**config.mk**
```make
export PLATFORM = sky130hd
export DESIGN_NAME = ssbt_top
export DESIGN_NICKNAME = d
export VERILOG_FILES = /design/src/inc/ssbt_pkg.sv /design/src/inc/ssbt_sel_if.sv /design/src/design/ssbt_combine.sv /design/src/design/ssbt_top.sv
export VERILOG_INCLUDE_DIRS = /design/src /design/src/inc
export SDC_FILE = /design/constraint.sdc
export NUM_CORES = 1
export LEC_CHECK = 0
export CORE_ASPECT_RATIO = 0.7
export CORE_UTILIZATION = 64
export DETAILED_ROUTE_END_ITERATION = 8
export DONT_BUFFER_PORTS = 1
export PLACE_DENSITY = 0.8
export REMOVE_ABC_BUFFERS = 1
export SETUP_SLACK_MARGIN = 0.02
export SLEW_MARGIN = 20
export SYNTH_ARGS = -nofsm -noshare
export SYNTH_HDL_FRONTEND = slang
export SYNTH_SLANG_ARGS = --single-unit
```
**constraint.sdc**
```tcl
create_clock -name sys_clk -period 3.4 [get_ports sys_clk]
set_input_delay 0.34 -clock sys_clk [delete_from_list [all_inputs] [get_ports sys_clk]]
set_output_delay 0.34 -clock sys_clk [all_outputs]
set_load 0.02 [all_outputs]
```
**src/inc/ssbt_cfg.svh**
```systemverilog
// offsets, field positions, reset values and timing counts of the setup source block
`ifndef SSBT_CFG_SVH
`define SSBT_CFG_SVH

// ----------------------------------------------------------------------------
// register byte offsets
// ----------------------------------------------------------------------------
`define SSBT_OFF_CTRL 8'h00
`define SSBT_OFF_LIMIT 8'h04
`define SSBT_OFF_JOG_A 8'h08
`define SSBT_OFF_JOG_B 8'h0C
`define SSBT_OFF_FMAX 8'h10
`define SSBT_OFF_STATUS 8'h14
`define SSBT_OFF_CLEAR 8'h18

// ----------------------------------------------------------------------------
// field positions
// ----------------------------------------------------------------------------
`define SSBT_CTRL_SETUP_LSB 0
`define SSBT_CTRL_PRESET_LSB 2
`define SSBT_CTRL_PROFILE_LSB 4
`define SSBT_CTRL_TOFN_LSB 8
`define SSBT_CLEAR_TRIP_BIT 0

// ----------------------------------------------------------------------------
// reset values and limit clamp bounds
// ----------------------------------------------------------------------------
`define SSBT_RST_SETUP_SRC 2'h3
`define SSBT_RST_PRESET_SRC 2'h3
`define SSBT_RST_PROFILE 2'h1
`define SSBT_RST_TOFN 3'h0
`define SSBT_RST_LIMIT 7'h01
`define SSBT_LIMIT_MIN 7'h01
`define SSBT_LIMIT_MAX 7'h63
`define SSBT_RST_JOG 16'h0064
`define SSBT_RST_FMAX 16'h01F4

// ----------------------------------------------------------------------------
// timing
// ----------------------------------------------------------------------------
`define SSBT_CLK_HZ 100_000_000
`define SSBT_TICK_S 1
`define SSBT_TICK_CYCLES (`SSBT_TICK_S * `SSBT_CLK_HZ)

`endif

```
**src/inc/ssbt_pkg.sv**
```systemverilog
// types shared by the setup source block
package ssbt_pkg;

    typedef logic [1:0] ssbt_code_t;

    typedef enum logic [1:0] {
        SSBT_SRC_DIG = 2'h0,
        SSBT_SRC_SER = 2'h1,
        SSBT_SRC_AND = 2'h2,
        SSBT_SRC_OR = 2'h3
    } ssbt_src_t;

    typedef enum logic [1:0] {
        SSBT_PROF_ALT = 2'h0,
        SSBT_PROF_NATIVE = 2'h1,
        SSBT_PROF_FAST_IO = 2'h2
    } ssbt_prof_t;

    typedef enum logic [2:0] {
        SSBT_TO_OFF = 3'h0,
        SSBT_TO_FREEZE = 3'h1,
        SSBT_TO_STOP = 3'h2,
        SSBT_TO_JOG = 3'h3,
        SSBT_TO_MAX = 3'h4,
        SSBT_TO_STOP_TRIP = 3'h5
    } ssbt_tofn_t;

endpackage

```
**src/inc/ssbt_sel_if.sv**
```systemverilog
// carrier between the top and a select-code combiner
`timescale 1ns/100ps
`default_nettype none

interface ssbt_sel_if;
    ssbt_pkg::ssbt_src_t src;
    ssbt_pkg::ssbt_code_t bus_code;
    ssbt_pkg::ssbt_code_t dig_code;
    ssbt_pkg::ssbt_code_t result;

    modport combiner (
        input src,
        input bus_code,
        input dig_code,
        output result
    );

    modport user (
        output src,
        output bus_code,
        output dig_code,
        input result
    );
endinterface

`default_nettype wire

```
**src/design/ssbt_combine.sv**
```systemverilog
// combines a bus and a digital select code by the chosen source option
`timescale 1ns/100ps
`default_nettype none

module ssbt_combine (
    ssbt_sel_if.combiner sel
);

    always_comb begin
        case (sel.src)
            ssbt_pkg::SSBT_SRC_DIG: sel.result = sel.dig_code;
            ssbt_pkg::SSBT_SRC_SER: sel.result = sel.bus_code;
            ssbt_pkg::SSBT_SRC_AND: sel.result = sel.bus_code & sel.dig_code;
            ssbt_pkg::SSBT_SRC_OR: sel.result = sel.bus_code | sel.dig_code;
            default: sel.result = sel.dig_code;
        endcase
    end

endmodule

`default_nettype wire

```
**src/design/ssbt_top.sv**
```systemverilog
// setup source selection, serial jog and telegram timeout supervision
//
// What this block does
// - two-bit code picks setup 1 to 4, msb high bit, 00 is setup 1.
// - setup source is digital, serial, bitwise AND or bitwise OR.
// - AND option forms each select bit as bus bit AND digital bit.
// - OR option forms each select bit as bus bit OR digital bit.
// - serial preset references count only while profile is native.
// - two serial jog speeds, 0 up to high limit, default 10.0 Hz.
// - serial jog selection works only while profile code is 0.
// - telegram gap limit 1 to 99 seconds, default 1 second.
// - gap over limit means link lost; apply chosen timeout reaction.
// - reactions: 0 off, 1 freeze, 2 stop, 3 jog, 4 max, 5 stop+trip.
// - any reaction 1 to 5 on timeout drops the output relay.
// - freeze present, stop, hold jog, hold max frequency, or stop and trip.
`timescale 1ns/100ps
`default_nettype none
`include "ssbt_cfg.svh"

module ssbt_top #(
    parameter int unsigned TICK_CYCLES = `SSBT_TICK_CYCLES
) (
    input wire logic sys_clk,
    input wire logic reset,
    input wire logic hsel,
    input wire logic [31:0] haddr,
    input wire logic [1:0] htrans,
    input wire logic hwrite,
    input wire logic [2:0] hsize,
    input wire logic [31:0] hwdata,
    input wire logic hready,
    output logic hreadyout,
    output logic [31:0] hrdata,
    output logic hresp,
    input wire logic [1:0] dig_setup_pin,
    input wire logic [1:0] dig_preset_pin,
    input wire logic tel_valid,
    input wire logic [1:0] tel_setup,
    input wire logic [1:0] tel_preset,
    input wire logic tel_jog_a,
    input wire logic tel_jog_b,
    input wire logic [15:0] freq_now,
    input wire logic [15:0] jog_freq,
    output logic [1:0] active_setup,
    output logic [1:0] preset_sel,
    output logic jog_cmd_en,
    output logic [15:0] jog_speed,
    output logic comm_lost,
    output logic relay_on,
    output logic freq_hold_en,
    output logic [15:0] freq_hold,
    output logic stop_cmd,
    output logic trip
);

    localparam logic [26:0] TICK_LAST = 27'(TICK_CYCLES - 1);

    // ------------------------------------------------------------------------
    // state
    // ------------------------------------------------------------------------
    logic [3:0] meta_reg, sync_reg;
    logic wr_pend_reg, wr_pend_next;
    logic [7:0] wr_addr_reg, wr_addr_next;
    logic [31:0] rdata_reg, rdata_next;
    logic [1:0] setup_src_reg, setup_src_next;
    logic [1:0] preset_src_reg, preset_src_next;
    logic [1:0] profile_reg, profile_next;
    logic [2:0] tofn_reg, tofn_next;
    logic [6:0] limit_reg, limit_next;
    logic [15:0] jog_a_reg, jog_a_next;
    logic [15:0] jog_b_reg, jog_b_next;
    logic [15:0] fmax_reg, fmax_next;
    logic [26:0] tick_cnt_reg, tick_cnt_next;
    logic [6:0] sec_reg, sec_next;
    logic lost_reg, lost_next;
    logic trip_reg, trip_next;
    logic [15:0] freeze_reg, freeze_next;
    logic [1:0] setup_out_reg, setup_out_next;
    logic [1:0] preset_out_reg, preset_out_next;
    logic jog_en_reg, jog_en_next;
    logic [15:0] jog_spd_reg, jog_spd_next;
    logic relay_reg, relay_next;
    logic hold_en_reg, hold_en_next;
    logic [15:0] hold_reg, hold_next;
    logic stop_reg, stop_next;
    logic tick, trip_clr, addr_ok;
    logic [31:0] wd;

    ssbt_sel_if setup_if ();
    ssbt_sel_if preset_if ();

    ssbt_combine u_setup_comb (.sel(setup_if.combiner));
    ssbt_combine u_preset_comb (.sel(preset_if.combiner));

    // ------------------------------------------------------------------------
    // select sources
    // ------------------------------------------------------------------------
    assign setup_if.src = ssbt_pkg::ssbt_src_t'(setup_src_reg);
    assign setup_if.bus_code = tel_setup;
    assign setup_if.dig_code = sync_reg[1:0];
    // bus preset bits only honoured under the native profile
    assign preset_if.src = (profile_reg == ssbt_pkg::SSBT_PROF_NATIVE) ?
        ssbt_pkg::ssbt_src_t'(preset_src_reg) : ssbt_pkg::SSBT_SRC_DIG;
    assign preset_if.bus_code = tel_preset;
    assign preset_if.dig_code = sync_reg[3:2];

    // ------------------------------------------------------------------------
    // bus slave and registers
    // ------------------------------------------------------------------------
    assign addr_ok = hsel && htrans[1] && hready;
    assign wd = hwdata;

    always_comb begin
        wr_pend_next = addr_ok && hwrite;
        wr_addr_next = haddr[7:0];
        setup_src_next = setup_src_reg;
        preset_src_next = preset_src_reg;
        profile_next = profile_reg;
        tofn_next = tofn_reg;
        limit_next = limit_reg;
        jog_a_next = jog_a_reg;
        jog_b_next = jog_b_reg;
        fmax_next = fmax_reg;
        trip_clr = 1'b0;
        if (wr_pend_reg) begin
            case (wr_addr_reg)
                `SSBT_OFF_CTRL: begin
                    setup_src_next = wd[`SSBT_CTRL_SETUP_LSB +: 2];
                    preset_src_next = wd[`SSBT_CTRL_PRESET_LSB +: 2];
                    // codes above fast I/O are ignored
                    if (wd[`SSBT_CTRL_PROFILE_LSB +: 2] <= ssbt_pkg::SSBT_PROF_FAST_IO) begin
                        profile_next = wd[`SSBT_CTRL_PROFILE_LSB +: 2];
                    end
                    // codes above 5 are ignored
                    if (wd[`SSBT_CTRL_TOFN_LSB +: 3] <= ssbt_pkg::SSBT_TO_STOP_TRIP) begin
                        tofn_next = wd[`SSBT_CTRL_TOFN_LSB +: 3];
                    end
                end
                `SSBT_OFF_LIMIT: begin
                    // clamp to 1..99 seconds
                    if (wd[31:0] < 32'(`SSBT_LIMIT_MIN)) begin
                        limit_next = `SSBT_LIMIT_MIN;
                    end else if (wd[31:0] > 32'(`SSBT_LIMIT_MAX)) begin
                        limit_next = `SSBT_LIMIT_MAX;
                    end else begin
                        limit_next = wd[6:0];
                    end
                end
                // jog speeds clamp to the high limit
                `SSBT_OFF_JOG_A: jog_a_next = (wd[15:0] > fmax_reg) ? fmax_reg : wd[15:0];
                `SSBT_OFF_JOG_B: jog_b_next = (wd[15:0] > fmax_reg) ? fmax_reg : wd[15:0];
                `SSBT_OFF_FMAX: fmax_next = wd[15:0];
                `SSBT_OFF_CLEAR: trip_clr = wd[`SSBT_CLEAR_TRIP_BIT];
                default: ;
            endcase
        end
        // reads see this cycle's write so back-to-back access stays coherent
        rdata_next = rdata_reg;
        if (addr_ok && !hwrite) begin
            case (haddr[7:0])
                `SSBT_OFF_CTRL: rdata_next = {21'h0, tofn_next, 2'h0, profile_next,
                    preset_src_next, setup_src_next};
                `SSBT_OFF_LIMIT: rdata_next = {25'h0, limit_next};
                `SSBT_OFF_JOG_A: rdata_next = {16'h0, jog_a_next};
                `SSBT_OFF_JOG_B: rdata_next = {16'h0, jog_b_next};
                `SSBT_OFF_FMAX: rdata_next = {16'h0, fmax_next};
                `SSBT_OFF_STATUS: rdata_next = {24'h0, jog_en_reg, trip_reg, relay_reg,
                    lost_reg, preset_out_reg, setup_out_reg};
                default: rdata_next = 32'h0000_0000;
            endcase
        end
    end

    always_ff @(posedge sys_clk) begin
        if (reset) begin
            wr_pend_reg <= 1'b0;
            wr_addr_reg <= 8'h00;
            rdata_reg <= 32'h0000_0000;
            setup_src_reg <= `SSBT_RST_SETUP_SRC;
            preset_src_reg <= `SSBT_RST_PRESET_SRC;
            profile_reg <= `SSBT_RST_PROFILE;
            tofn_reg <= `SSBT_RST_TOFN;
            limit_reg <= `SSBT_RST_LIMIT;
            jog_a_reg <= `SSBT_RST_JOG;
            jog_b_reg <= `SSBT_RST_JOG;
            fmax_reg <= `SSBT_RST_FMAX;
        end else begin
            wr_pend_reg <= wr_pend_next;
            wr_addr_reg <= wr_addr_next;
            rdata_reg <= rdata_next;
            setup_src_reg <= setup_src_next;
            preset_src_reg <= preset_src_next;
            profile_reg <= profile_next;
            tofn_reg <= tofn_next;
            limit_reg <= limit_next;
            jog_a_reg <= jog_a_next;
            jog_b_reg <= jog_b_next;
            fmax_reg <= fmax_next;
        end
    end

    // ------------------------------------------------------------------------
    // gap timer and timeout reaction
    // ------------------------------------------------------------------------
    assign tick = (tick_cnt_reg == TICK_LAST);

    always_comb begin
        // telegram restarts the second count from zero
        tick_cnt_next = (tel_valid || tick) ? 27'h000_0000 : tick_cnt_reg + 27'h000_0001;
        sec_next = sec_reg;
        lost_next = lost_reg;
        if (tel_valid) begin
            sec_next = 7'h00;
            lost_next = 1'b0;
        end else if (tick) begin
            if (sec_reg != 7'h7F) begin
                sec_next = sec_reg + 7'h01;
            end
            // limit seconds without telegram means link lost
            if ({1'b0, sec_reg} + 8'h01 >= {1'b0, limit_reg}) begin
                lost_next = 1'b1;
            end
        end
        // capture the output frequency as the link drops
        freeze_next = (lost_next && !lost_reg) ? freq_now : freeze_reg;
        // set wins over software clear
        trip_next = trip_reg;
        if (trip_clr) begin
            trip_next = 1'b0;
        end
        if (lost_reg && tofn_reg == ssbt_pkg::SSBT_TO_STOP_TRIP) begin
            trip_next = 1'b1;
        end
    end

    always_ff @(posedge sys_clk) begin
        if (reset) begin
            tick_cnt_reg <= 27'h000_0000;
            sec_reg <= 7'h00;
            lost_reg <= 1'b0;
            trip_reg <= 1'b0;
            freeze_reg <= 16'h0000;
        end else begin
            tick_cnt_reg <= tick_cnt_next;
            sec_reg <= sec_next;
            lost_reg <= lost_next;
            trip_reg <= trip_next;
            freeze_reg <= freeze_next;
        end
    end

    // ------------------------------------------------------------------------
    // registered outputs
    // ------------------------------------------------------------------------
    always_comb begin
        setup_out_next = setup_if.result;
        preset_out_next = preset_if.result;
        jog_en_next = jog_en_reg;
        jog_spd_next = jog_spd_reg;
        if (profile_reg != ssbt_pkg::SSBT_PROF_ALT) begin
            jog_en_next = 1'b0;
        end else if (tel_valid) begin
            jog_en_next = tel_jog_a || tel_jog_b;
            jog_spd_next = tel_jog_b ? jog_b_reg : jog_a_reg;
        end
        relay_next = !(lost_reg && tofn_reg != ssbt_pkg::SSBT_TO_OFF);
        hold_en_next = 1'b0;
        hold_next = hold_reg;
        stop_next = 1'b0;
        if (lost_reg) begin
            case (tofn_reg)
                ssbt_pkg::SSBT_TO_FREEZE: begin
                    hold_en_next = 1'b1;
                    hold_next = freeze_reg;
                end
                ssbt_pkg::SSBT_TO_JOG: begin
                    hold_en_next = 1'b1;
                    hold_next = jog_freq;
                end
                ssbt_pkg::SSBT_TO_MAX: begin
                    hold_en_next = 1'b1;
                    hold_next = fmax_reg;
                end
                ssbt_pkg::SSBT_TO_STOP, ssbt_pkg::SSBT_TO_STOP_TRIP: stop_next = 1'b1;
                default: ;
            endcase
        end
    end

    always_ff @(posedge sys_clk) begin
        if (reset) begin
            meta_reg <= 4'h0;
            sync_reg <= 4'h0;
            setup_out_reg <= 2'h0;
            preset_out_reg <= 2'h0;
            jog_en_reg <= 1'b0;
            jog_spd_reg <= 16'h0000;
            relay_reg <= 1'b1;
            hold_en_reg <= 1'b0;
            hold_reg <= 16'h0000;
            stop_reg <= 1'b0;
        end else begin
            meta_reg <= {dig_preset_pin, dig_setup_pin};
            sync_reg <= meta_reg;
            setup_out_reg <= setup_out_next;
            preset_out_reg <= preset_out_next;
            jog_en_reg <= jog_en_next;
            jog_spd_reg <= jog_spd_next;
            relay_reg <= relay_next;
            hold_en_reg <= hold_en_next;
            hold_reg <= hold_next;
            stop_reg <= stop_next;
        end
    end

    assign hreadyout = 1'b1;
    assign hresp = 1'b0;
    assign hrdata = rdata_reg;
    assign active_setup = setup_out_reg;
    assign preset_sel = preset_out_reg;
    assign jog_cmd_en = jog_en_reg;
    assign jog_speed = jog_spd_reg;
    assign comm_lost = lost_reg;
    assign relay_on = relay_reg;
    assign freq_hold_en = hold_en_reg;
    assign freq_hold = hold_reg;
    assign stop_cmd = stop_reg;
    assign trip = trip_reg;
endmodule

`default_nettype wire

```
Word level (Yosys, flattened, before mapping)
Index checks and enable logic that the tools add are counted.
- memories: 0
- bits in writable memories: 0
- logic and storage cells: 130
- output and inout port bits: 76
- input bits: 117
- register bits: 205
- latch bits: 0
- ROM bits: 0
- order comparisons: 6
- $mul: 0
- shift operators: 0
- reduce and logical (&&, ||, !) cells: 29
- add/subtract/negate cells: 3
- mux-type cells: 36
- eq/ne operators: 24
- bitwise logic cells: 6
- div/mod/pow operators: 0
- operators with widths (kind ; count):
    $mux W16 ; 8
    $pmux W16 S6 ; 1
    $pmux W16 S3 ; 1
    $eq A8 B4 Y1 const B ; 4
    $eq A8 B5 Y1 const B ; 4
    $gt A32 B7 Y1 const B ; 1
    $lt A32 B1 Y1 const B ; 1
    $mux W7 ; 4
    $add A27 B1 Y27 const B ; 1
    $eq A27 B27 Y1 const B ; 1
    $eq A8 B3 Y1 const B ; 2
    $gt A16 B16 Y1 ; 1
    $logic_not A8 Y1 ; 2
    $mux W2 ; 8
    $pmux W2 S4 ; 2
    $reduce_or A2 Y1 ; 5
    $mux W1 ; 9
    $mux W3 ; 3
    $add A7 B1 Y8 const B ; 1
    $eq A2 B2 Y1 const B ; 4
    $ge A8 B7 Y1 ; 1
    $add A7 B1 Y7 const B ; 1
    $logic_and A1 B1 Y1 ; 7
    $ne A7 B7 Y1 const B ; 1
    other kinds (16) ; 31

Logic depth before layout (Yosys ltp)
- depth in word-level cells: 6
- depth in mapped cells: 11
- mapped depth without buffers: 10

Modules after synthesis
Synthesis repeated with hierarchy kept, for this count alone.
- cell total of the unflattened synthesis: 1082
- area, all modules: 9233.9 µm²
- by module, submodules not included (module ; area an instance (µm²) ; cells an instance ; seq. area each (µm²) ; instances):
    ssbt_top ; 9138.8 ; 1070 ; 3783.6 ; 1
    ssbt_combine ; 47.5 ; 6 ; 0.0 ; 2

Least setup slack after synthesis
No wires, ideal clock.
- path kind: flip-flop to flip-flop
- start: reg fmax_reg[13]
- end: reg rdata_reg[3] (netlist: hrdata[3])
- arrival time: 2.631 ns
- stages on the path, launching flop included: 11
- buffers on the path: 1
- path slack: 0.638 ns
- setup time: 0.132 ns
- clock period less this slack: 2.762 ns
- required time: 3.268 ns
- cell sequence: dfxtp_1 -> inv_1 -> ha_1 -> and4_1 -> nand2_1 -> a211o_1 -> a31oi_1 -> clkbuf_1 -> mux2_2 -> a211oi_1 -> a21oi_1
- word-level cells in the longest chain between the ends: 5
- elaborated cells between the ends (all ways): 7
- those cells by class: order compare (1); mux (6)
- RTL lines (element ; RTL line ; RTL):
    start, declared ; ssbt_top.sv:72 ; logic [15:0] fmax_reg, fmax_next;
    start signal, assigned ; ssbt_top.sv:186 ; fmax_reg <= `SSBT_RST_FMAX;
    start signal, assigned ; ssbt_top.sv:198 ; fmax_reg <= fmax_next;
    $gt A16 B16 Y1 * ; ssbt_top.sv:150, ssbt_top.sv:151 ;
    $mux W16 * ; ssbt_top.sv:150, ssbt_top.sv:151 ;
    $mux W16 ; ssbt_top.sv:126 ; case (wr_addr_reg)
    $mux W16 ; ssbt_top.sv:125 ; if (wr_pend_reg) begin
    $pmux W16 S6 * ; ssbt_top.sv:160 ; case (haddr[7:0])
    end signal, assigned ; ssbt_top.sv:190 ; rdata_reg <= rdata_next;
    end, declared ; ssbt_top.sv:64 ; logic [31:0] rdata_reg, rdata_next;
Mark *: on every way between the ends. The rest lies on a longest branch, timed or not.
A chain may end at the register's enable or synchronous reset.

Worst setup path in the final report
- start: reg fmax_reg[14]
- end: reg rdata_reg[0] (netlist: hrdata[0])
The elaborated chain is that of the path after synthesis.

==> reports/metrics.yaml <==
p_clk_share_pct: 45.5
syn_inst: 1123
end_kind: "flop"
hp-class: "in -> reg"
dieArea_um2: 15100
avgSynthCellArea_um2: 8.30
drt-initial-drc-count: 908
synth.top_cells.by_count: "189 x dfxtp_1, 147 x nand2_1, 121 x nor2_1, 87 x a21oi_1, 59 x clkbuf_1"
finalCriticalPeriod_ns: 2.95
cts_hold_buf: 2
cts_setup_buffers: 0
yosysMostFrequentCell: "dfxtp_1"
die_x_um: 146
fin_ws_ns: 0.446
ir_drop_mv: 0.321
dp_hpwl_um: 17900
max_slew_margin_pct: 44.1
clock_latency_ns: 0.44
cts_buffer_depth: 2
grt_max_degree: 91
power.leakage_nw: 3.70
rows: 36
seq_power_share_pct: 50.3
rsz0062_at_grt: "no"
fillers: 1137
synth_edf_count: 0
hold_viol: 0
drive_gt1_share_pct: 7.05
syn_area_um2: 9320
drc_errors: 0
grt_use_total_pct: 35.8
power_frac_comb_pct: 4.2
overflow: 0
switching_share_pct: 21.9
synth_area_leaders: "dfxtp_1 41%, nand2_1 5.9%, mux2i_1 5.9%, nor2_1 4.9%, a21oi_1 4.7%"
synth_cell_types: 65
switchingPower_mw: 0.975
wl_per_cell_um: 20.5
post-place-ws_ns: 0.503
fin_worst_skew_ns: 0.0110
ys.flop_type: "dfxtp_1"
ys_seq_area_share_pct: 40.6
largest_reg_flops: 27
yosysWarnings: 0
gp_congestion: 0.934
cts_sinks: 189
setup_viol: 0
drt_wl_total_um: 26600
htree_levels: 4
initial_utilization_pct: 66.3
nets: 1238
fp.coreArea_um2: 14100
p_per_area_nw_per_um2: 444
tritoncts: "built"
cts_resized: 0
cp.arrival_ns: 3.26
status: "complete, no violations"
via_per_inst: 6.47
slew_viol_final: 0
synth_largest_type_area_fraction_pct: 40.6
cts_buffers: 17
placed_area_um2: 9400
dr.pass1.iters: 6
ant_nets: 0
vias: 8394
rrSetupSlack_ns: 0.45
cts_root_buf: "clkbuf_16"
antenna_found_initial: 1
finalInstanceArea_um2: 10000
fmax_mhz: 338
area_delta_synth_final_pct: 7.64
synthArstFlopShare_pct: 0
p_int_mw: 3.48
grt_first_pass_wirelength_um: 41500
startpoint_type: "flop"
portBuffers: 0
crit_type: "reg -> reg"
clk_pin_slew_ns: 0.07
post-route-period-util_pct: 86.9
synth_largest_area_cell: "dfxtp_1"
grt_pass1_vias: 7786
required_ns: 3.71
ys_seq_elements: 189
die_h_um: 103
crit_path_max_fanout: 21
pin_count: 193
tightest_slew_ns: 0.836
cap_violations: 0
[cells in the final DEF, fill, tap and decap left out, drive strengths merged, types with 10 or more instances in the layout]
master    n
a211oi   22
a21o     10
a21oi    88
a22oi    11
a31oi    14
buf      22
clkbuf   24
conb     18
dfxtp   189
ha       25
inv      36
mux2     18
mux2i    55
nand2   147
nand3    30
nand4    15
nor2    121
nor2b    19
nor3     16
nor4     12
o211ai   16
o21ai    37
o22ai    18
o311ai   10
or3      20
xor2     22
[cell type report]
| class | instances | area [µm²] | share of cell area (%) |
|---|---|---|---|
| Tap cell | 190 | 238 | 2.37 |
| Inverter | 37 | 139 | 1.38 |
| Sequential cell | 189 | 3780 | 37.7 |
| Multi-Input combinational cell | 828 | 5080 | 50.6 |
| Clock inverter | 6 | 111 | 1.11 |
| Antenna cell | 1 | 2.50 | 0.0249 |
| Timing Repair Buffer | 23 | 208 | 2.07 |
| Clock buffer | 24 | 472 | 4.70 |
[kinds of logic after synthesis]
| group | Yosys count | synth area share (%) |
|---|---|---|
| DFF | 189 | 40.6 |
| buffers and inverters | 122 | 5.87 |
| AOI/OAI and AO/OA | 263 | 18.3 |
| muxes | 73 | 8.08 |
| xor gates and xnor gates | 31 | 2.91 |
| adders and majority gates | 25 | 3.36 |
| and+or+nand+nor | 418 | 20.8 |
| other | 2 | 0.0806 |
[per-layer routing]
| metal | share of wire [%] | vias up | global-route usage [%] | routed length (µm) |
|---|---|---|---|---|
| met1 | 42 | 3940 | 46.3 | 11300 |
| met2 | 43 | 492 | 56.5 | 11400 |
| met5 | 0 | - | 0 | 0 |
| met4 | 2.2 | 0 | 12.7 | 573 |
| met3 | 13 | 56 | 11.8 | 3350 |
| li1 | - | 3906 | - | - |
[power by group through the flow]
stage               Clock, mW  Sequential [mW]  Combinational [mW]
global route             2.12             2.24               0.201
global placement            0             2.29               0.155
detailed placement          0             2.29               0.158
floorplan                   0             2.29               0.118
CTS                      2.04             2.24               0.183
finish                   2.03             2.24               0.187
[critical path: stages, from the launching register on]
cell and delay (ns):
dfxtp_1 0.45, inv_1 0.07, ha_1 0.29, and4_1 0.21
nand2_1 0.11, a211o_1 0.32, a31oi_4 0.40, buf_12 0.22
mux2_2 0.36, a221oi_1 0.29, a21oi_1 0.10
[per-stage QoR]
| step | total power [mW] | setup TNS (ns) | util (%) | hold slack, ns | std cells |
|---|---|---|---|---|---|
| floorplan | 2.41 | -22.09 | - | 0.407 | 1054 |
| global placement | 2.45 | 0 | 66.9 | 0.416 | 1265 |
| detailed placement | 2.45 | 0 | 66.9 | 0.418 | 1265 |
| CTS | 4.46 | 0 | 71.3 | 0.0223 | 1297 |
| global route | 4.57 | 0 | 71.4 | 0.0260 | 1298 |
| finish | 4.46 | 0 | 71.4 | 0.0357 | 1298 |
[worst paths after layout]
path	from	cells after the start	end
max reg2reg	fmax_reg[14]$_SDFF_PP0_	10	hrdata[0]$_SDFFE_PP0P_
max	fmax_reg[14]$_SDFF_PP0_	10	hrdata[0]$_SDFFE_PP0P_
min reg2reg	meta_reg[2]$_SDFF_PP0_	1	sync_reg[2]$_SDFF_PP0_
min	dig_setup_pin[0]	1	meta_reg[0]$_SDFF_PP0_
No activity file was read; power rests on OpenSTA's default activity.
